--- src/hdl/apfm_pkg.sv ---
package apfm_pkg;
   // system configuration selector codes
   typedef enum logic [1:0] {
      APFM_CFG_LINK = 2'h0, // proprietary codec serial link
      APFM_CFG_AC97 = 2'h1, // ac97 controller
      APFM_CFG_DAC = 2'h2, // external dac
      APFM_CFG_RSVD = 2'h3 // treated as codec link
   } apfm_cfg_t;
   // reset values
   localparam apfm_cfg_t APFM_CFG_RST = APFM_CFG_LINK;
   localparam logic APFM_EN_RST = 1'h0;
   localparam logic APFM_CRST_RST = 1'h0;
   localparam int APFM_AXES = 4;
   // timing counts
   localparam logic [1:0] APFM_STRAP_WAIT = 2'h2; // edges before the synchronised strap is valid
endpackage : apfm_pkg

--- src/hdl/apfm_sync.sv ---
`timescale 1ns/10ps
`default_nettype none
// two-flop synchroniser for pin inputs
module apfm_sync #(
   parameter int W = 1
) (
   input wire logic clock,
   input wire logic rst_n,
   input wire logic [W-1:0] d,
   output logic [W-1:0] q
);
   logic [W-1:0] meta_r; // first stage, read only by q
   // two stage capture
   always_ff @(posedge clock or negedge rst_n) begin
      if (!rst_n) begin
         meta_r <= '0;
         q <= '0;
      end else begin
         meta_r <= d;
         q <= meta_r;
      end
   end
endmodule : apfm_sync
`default_nettype wire

--- src/hdl/apfm_mux.sv ---
`timescale 1ns/10ps
`default_nettype none
// pin function mux for the audio accelerator side pins
module apfm_mux import apfm_pkg::*; #(
   parameter int AXES = APFM_AXES
) (
   input wire logic clock,
   input wire logic rst_n,
   // software configuration
   input wire logic [1:0] cfg_sel,
   input wire logic eeprom_present,
   input wire logic second_in_en,
   input wire logic second_out_en,
   input wire logic third_out_en,
   input wire logic alt_frame_en,
   input wire logic mclk_en,
   input wire logic osc_sel,
   input wire logic stick_en,
   input wire logic codec_reset_set,
   input wire logic codec_reset_clr,
   // internal sources
   input wire logic eeprom_clk_int,
   input wire logic eeprom_dat_drive_low,
   input wire logic general_io_two_drive_low,
   input wire logic general_output_val,
   input wire logic gpio_out_val,
   input wire logic gpio_out_oe,
   input wire logic [AXES-1:0] axis_drive_low,
   input wire logic second_out_int,
   input wire logic third_out_int,
   input wire logic alt_frame_int,
   input wire logic mclk_int,
   input wire logic bit_clock_int,
   input wire logic frame_int,
   input wire logic music_tx_int,
   // pins in
   input wire logic test_pin,
   input wire logic eeprom_serial_data_i,
   input wire logic second_serial_input_i,
   input wire logic volume_up_button_i,
   input wire logic volume_down_button_i,
   input wire logic [AXES-1:0] axis_i,
   input wire logic stick_a_button_one_i,
   input wire logic stick_a_button_two_i,
   input wire logic stick_b_button_one_i,
   input wire logic stick_b_button_two_i,
   input wire logic link_bit_clock_i,
   input wire logic link_frame_sync_i,
   input wire logic music_serial_in,
   // pins out
   output logic eeprom_serial_data_o,
   output logic eeprom_serial_data_oe,
   output logic eeprom_serial_clock,
   output logic second_serial_input_o,
   output logic second_serial_input_oe,
   output logic [AXES-1:0] axis_o,
   output logic [AXES-1:0] axis_oe,
   output logic stick_a_button_one_o,
   output logic stick_a_button_one_oe,
   output logic stick_a_button_two_o,
   output logic stick_a_button_two_oe,
   output logic stick_b_button_one_o,
   output logic stick_b_button_one_oe,
   output logic stick_b_button_two_o,
   output logic stick_b_button_two_oe,
   output logic link_bit_clock_o,
   output logic link_bit_clock_oe,
   output logic link_frame_sync_o,
   output logic link_frame_sync_oe,
   output logic music_serial_out,
   output logic codec_reset_n,
   // values back to the core
   output logic test_mode,
   output logic eeprom_data_in,
   output logic gpio_in,
   output logic vol_up_n,
   output logic vol_down_n,
   output logic [AXES-1:0] axis_in,
   output logic [3:0] buttons_n,
   output logic second_serial_in,
   output logic bit_clock_in,
   output logic frame_in,
   output logic music_rx
);
   localparam int NS = 12 + AXES; // synchronised pin count
   logic [NS-1:0] raw; // raw pin inputs
   logic [NS-1:0] syn; // synchronised pin inputs
   logic test_s; // synchronised strap
   logic strap_done_r; // strap already captured
   logic [1:0] strap_cnt_r; // edges since reset release
   apfm_cfg_t cfg_r; // current configuration
   logic [5:0] en_r; // function enables
   logic not_ac97; // expansion pins allowed
   logic is_dac; // external dac mode

   assign raw = {test_pin, eeprom_serial_data_i, second_serial_input_i, volume_up_button_i,
                 volume_down_button_i, axis_i, stick_a_button_one_i, stick_a_button_two_i,
                 stick_b_button_one_i, stick_b_button_two_i, link_bit_clock_i, link_frame_sync_i,
                 music_serial_in};
   assign test_s = syn[NS-1];

   // pin synchronisers
   apfm_sync #(.W(NS)) u_sync (
      .clock(clock),
      .rst_n(rst_n),
      .d(raw),
      .q(syn)
   );

   always_ff @(posedge clock or negedge rst_n) begin
      if (!rst_n) begin
         strap_cnt_r <= 2'h0;
         strap_done_r <= 1'h0;
         test_mode <= 1'h0;
      end else if (strap_cnt_r != APFM_STRAP_WAIT) begin
         // synchroniser still holds its reset value, wait for the pin level
         strap_cnt_r <= strap_cnt_r + 2'h1;
      end else if (!strap_done_r) begin
         strap_done_r <= 1'h1;
         test_mode <= test_s;
      end
   end

   always_ff @(posedge clock or negedge rst_n) begin
      if (!rst_n) begin
         cfg_r <= APFM_CFG_RST;
         en_r <= {6{APFM_EN_RST}};
      end else begin
         cfg_r <= apfm_cfg_t'(cfg_sel);
         en_r <= {second_in_en, second_out_en, third_out_en, alt_frame_en, mclk_en, stick_en};
      end
   end

   assign not_ac97 = (cfg_r != APFM_CFG_AC97);
   assign is_dac = (cfg_r == APFM_CFG_DAC);

   // codec reset held low by bus reset
   always_ff @(posedge clock or negedge rst_n) begin
      if (!rst_n) begin
         codec_reset_n <= APFM_CRST_RST;
      end else if (codec_reset_clr) begin
         codec_reset_n <= 1'h0;
      end else if (codec_reset_set) begin
         codec_reset_n <= 1'h1;
      end
   end

   // pin drivers, all registered
   always_ff @(posedge clock or negedge rst_n) begin
      if (!rst_n) begin
         eeprom_serial_data_o <= 1'h0;
         eeprom_serial_data_oe <= 1'h0;
         eeprom_serial_clock <= 1'h0;
         second_serial_input_o <= 1'h0;
         second_serial_input_oe <= 1'h0;
         axis_o <= '0;
         axis_oe <= '0;
         stick_a_button_one_o <= 1'h0;
         stick_a_button_one_oe <= 1'h0;
         stick_a_button_two_o <= 1'h0;
         stick_a_button_two_oe <= 1'h0;
         stick_b_button_one_o <= 1'h0;
         stick_b_button_one_oe <= 1'h0;
         stick_b_button_two_o <= 1'h0;
         stick_b_button_two_oe <= 1'h0;
         link_bit_clock_o <= 1'h0;
         link_bit_clock_oe <= 1'h0;
         link_frame_sync_o <= 1'h0;
         link_frame_sync_oe <= 1'h0;
         music_serial_out <= 1'h1;
      end else begin
         // open drain, only ever drives low
         eeprom_serial_data_o <= 1'h0;
         eeprom_serial_data_oe <= eeprom_present ? eeprom_dat_drive_low : general_io_two_drive_low;
         eeprom_serial_clock <= eeprom_present ? eeprom_clk_int : general_output_val;
         second_serial_input_o <= gpio_out_val;
         second_serial_input_oe <= !(en_r[5] && not_ac97) && gpio_out_oe;
         // axes open drain when stick unused
         axis_o <= '0;
         axis_oe <= en_r[0] ? '0 : axis_drive_low;
         stick_a_button_one_o <= second_out_int;
         stick_a_button_one_oe <= en_r[4] && not_ac97;
         stick_a_button_two_o <= third_out_int;
         stick_a_button_two_oe <= en_r[3] && not_ac97;
         stick_b_button_one_o <= alt_frame_int;
         stick_b_button_one_oe <= en_r[2] && not_ac97;
         stick_b_button_two_o <= mclk_int;
         stick_b_button_two_oe <= en_r[1] && not_ac97;
         // bit clock drives only for dac
         link_bit_clock_o <= bit_clock_int;
         link_bit_clock_oe <= is_dac;
         // frame input only in codec link
         link_frame_sync_o <= frame_int;
         link_frame_sync_oe <= (cfg_r == APFM_CFG_AC97) || is_dac;
         music_serial_out <= music_tx_int;
      end
   end

   // input returns to the core
   always_ff @(posedge clock or negedge rst_n) begin
      if (!rst_n) begin
         eeprom_data_in <= 1'h1;
         gpio_in <= 1'h0;
         vol_up_n <= 1'h1;
         vol_down_n <= 1'h1;
         axis_in <= '0;
         buttons_n <= 4'hF;
         second_serial_in <= 1'h0;
         bit_clock_in <= 1'h0;
         frame_in <= 1'h0;
         music_rx <= 1'h1;
      end else begin
         eeprom_data_in <= syn[NS-2];
         gpio_in <= syn[NS-3];
         second_serial_in <= (en_r[5] && not_ac97) ? syn[NS-3] : 1'h0;
         vol_up_n <= osc_sel ? 1'h1 : syn[NS-4];
         vol_down_n <= osc_sel ? 1'h1 : syn[NS-5];
         axis_in <= syn[NS-6 -: AXES];
         buttons_n <= syn[6:3];
         bit_clock_in <= syn[2];
         frame_in <= is_dac ? 1'h0 : syn[1];
         // music receiver, synchronised like every pin
         music_rx <= syn[0];
      end
   end
endmodule : apfm_mux
`default_nettype wire

--- config.mk ---
export PLATFORM = sky130hd
export DESIGN_NAME = apfm_mux
export DESIGN_NICKNAME = d
export VERILOG_FILES = /design/src/hdl/apfm_pkg.sv /design/src/hdl/apfm_sync.sv /design/src/hdl/apfm_mux.sv
export SDC_FILE = /design/constraint.sdc
export NUM_CORES = 1
export LEC_CHECK = 0
export BUFFER_PORTS_ARGS = -buffer_cell sky130_fd_sc_hd__buf_2
export CORE_ASPECT_RATIO = 0.8
export CORE_MARGIN = 1
export CORE_UTILIZATION = 35
export DETAILED_ROUTE_END_ITERATION = 8
export PLACE_DENSITY = 0.58
export SYNTH_ARGS = -nofsm -noshare
export SYNTH_HDL_FRONTEND = slang
export SYNTH_HIERARCHICAL = 1
export SYNTH_SLANG_ARGS = --single-unit
export TNS_END_PERCENT = 10
--- constraint.sdc ---
create_clock -name clock -period 1.85 [get_ports clock]
set_input_delay 0 -clock clock [delete_from_list [all_inputs] [get_ports clock]]
set_output_delay 0 -clock clock [all_outputs]
set_load 0.01 [all_outputs]
==> out/qor.yml <==
die:
  io_pins: 91
  fp.dieArea_um2: 6980
  core_area_um2: 6410
  die_w_um: 93.1
  rows: 26
  die_height_um: 74.9
  initial_core_util_pct: 36.3
synthesis:
  ys_ff_latch: 82
  synth_commonest_cells: "dfrtp_1, dfstp_2, nor2b_1"
  synth.area.top_cells: "dfrtp_1, dfstp_2, nor2b_1"
  yosys_warnings: 6
  yosysSeqAreaShare_pct: 88.7
  syn_area_per_cell_um2: 19.5
  synth-main-ff-cell: "dfrtp_1"
  yosysTopAreaCell: "dfrtp_1"
  synth_top_area_share_pct: 78.5
  syn-instance-count: 119
  netlist_area_um2: 2330
  synth_most_common_cell: "dfrtp_1"
  synth-edff-count: 0
  async_reset_ff_share_pct: 100
  netlist-cell-type-count: 18
power_and_ir_drop:
  comb_power_share_pct: 7.8
  switching_share_pct: 22.3
  pwr-share-seq_pct: 55.6
  powerDensity_nw_per_um2: 979
  p_total_mw: 3.44
  vdd_drop_max_mv: 0.490
  p_sw_uw: 768
  p_int_mw: 2.67
  leakagePower_nw: 1.73
  clkPwrFrac_pct: 36.6
route:
  wl_per_cell_um: 11.5
  firstDrtPassIters: 3
  drcViolationCount: 0
  vias_per_cell: 3.93
  num_vias: 1376
  detail-route-antenna-nets: 0
  drtIter0Drc: 29
  drt-total-wl_mm: 4.02
sta:
  setup_tns_ns: 0
  setup_viol: 0
  drv_slew: 0
  final.setup_skew_ns: 0.00868
  final_hold_viol_count: 0
  rsz0062_at_grt: "false"
  period_needed_ns: 1.26
  finalCritPeriodShare_pct: 68.1
  clock.fmax_mhz: 794
worst_setup_path:
  worstPathArrival_ns: 1.49
  critPathCapture: "eeprom_serial_data_oe"
  r2r_start: "strap_cnt_r[0]"
  cp-start-kind: "input pin"
  worstPathRequired_ns: 2.08
  path_class: "input pin to flip-flop"
  ff2ff_setup_slack_ns: 0.59
  cp-startpoint: "general_io_two_drive_low"
  worstRegToRegCells: 4
  crit_fanout: 1
  r2r_end: "test_mode"
  endpoint_kind: "flip-flop"
global_route:
  grtUsageMet3_pct: 7.68
  gr-total-overflow: 0
  grt_pass1_vias: 1467
  grt_use_met2_pct: 20.8
  antenna_found_initial: 0
  grt_max_degree: 35
  grt_pass1_wl_mm: 6.47
  track_usage_pct: 13.1
  grt.busiest_layer: "met2"
  gr-usage-met1_pct: 13.9
clock_tree:
  htree_levels: 3
  cts_buffers: 9
  clock_sinks: 82
  cts_tree: "yes"
  clkTransAtPathRegs_ns: 0.08
  clk_root_buffer_cell: "clkbuf_8"
  clock_path_buffers: 2
  insertion_delay_ns: 0.34
place:
  port_buffers: 85
  gp_congestion: 0.645
  dpl.hpwl_mm: 2.53
final_layout:
  multi_input_area_um2: 221
  area_growth_pct: 51.1
  layout-drive-gt1-share_pct: 43.6
  seq_area_um2: 2060
  fin_nets: 311
  fillers: 521
  n_antenna_cell: 0
job:
  drv_cap: 0
outcome:
  run_status: "finished clean"
worst_hold_path:
  hold_path_class: "input pin to async pin"
[stage by stage]
stage	std cells	hold WS, ns	setup slack (ns)	cell area, µm²	util [%]
5_1_grt	350	0.159	0.496	3510	54.8
2_1_floorplan	123	-0.296	0.658	2340	-
3_3_place_gp	289	-0.0276	0.628	2860	44.7
6_report	350	0.139	0.590	3510	54.8
4_1_cts	350	0.132	0.578	3510	54.8
3_5_place_dp	289	-0.0243	0.602	2860	44.7
[state kept, by name (all words and copies together), names as in the netlist, 2 cells and up]
register / count
u_sync/meta_r: 16
axis_in: 4
buttons_n: 4
strap_cnt_r: 2
axis_oe: 4
cfg_r: 2
u_sync/q: 16
en_r: 6
[worst max-delay path: stages]
cell and delay (ns):
dlygate4sd3_1 0.54, buf_2 0.12, mux2_1 0.28, dlygate4sd3_1 0.55
[cell families after synthesis]
kind of cell,after synthesis,synth area share (%)
other cells,1,0.161
mux,3,1.61
fa+ha+maj,3,1.61
compound gates,2,0.538
flops,82,88.7
buf+inv,10,2.42
xor+xnor,1,0.377
simple gates,17,4.57
[cells in the final DEF, fill, tap and decap left out, drive strengths merged]
cell	netlist	routed
clkbuf	0	9
buf	5	87
nor2	2	2
o21ai	1	1
dlygate4sd3	0	45
ha	3	3
nand2	1	1
dfstp	9	9
xnor2	1	1
a21boi	1	1
nor2b	10	10
inv	5	7
dfrtp	73	73
clkinv	0	2
bufinv	0	1
and3	1	1
mux2	3	3
clkinvlp	0	2
conb	1	5
or2	3	3
[final cells by class]
class                      instances  share of cell area (%)
clock buffer                       9                    3.52
clock inverter                     7                    2.17
inverter                           5                   0.534
multi-input combinational         31                    6.30
sequential                        82                    58.7
tap                               84                    2.99
timing repair buffer             132                    25.8
[power groups by stage]
stage,clock (mW),sequential (mW),combinational (mW)
floorplan,0,1.97,0.0334
global placement,0,1.95,0.193
detailed placement,0,1.95,0.198
CTS,1.33,1.91,0.274
global route,1.39,1.92,0.299
finish,1.26,1.91,0.268
[metal layers]
metal / share of wire [%] / up-vias
met5: 0 / -
met4: 1.1 / 0
met3: 11 / 6
met2: 48 / 77
met1: 40 / 653
li1: - / 640
[timing repair]
item	in CTS	in global routing
endpoints found under the hold margin	99	0
buffers inserted	0	0
hold buffers	45	0
resized for setup	0	0
[worst min-delay path by stage]
stage | endpoint | slack, ns | cells past startpoint
4_1_cts | en_r[4] | 0.13 | 2
5_1_grt | second_serial_in | 0.16 | 2
6_report | en_r[3] | 0.14 | 2
2_1_floorplan | axis_in[0] | -0.30 | 0
3_5_place_dp | stick_a_button_two_oe | -0.02 | 1
3_3_place_gp | u_sync/meta_r[15] | -0.03 | 1
No activity file was read; power rests on OpenSTA's default activity.
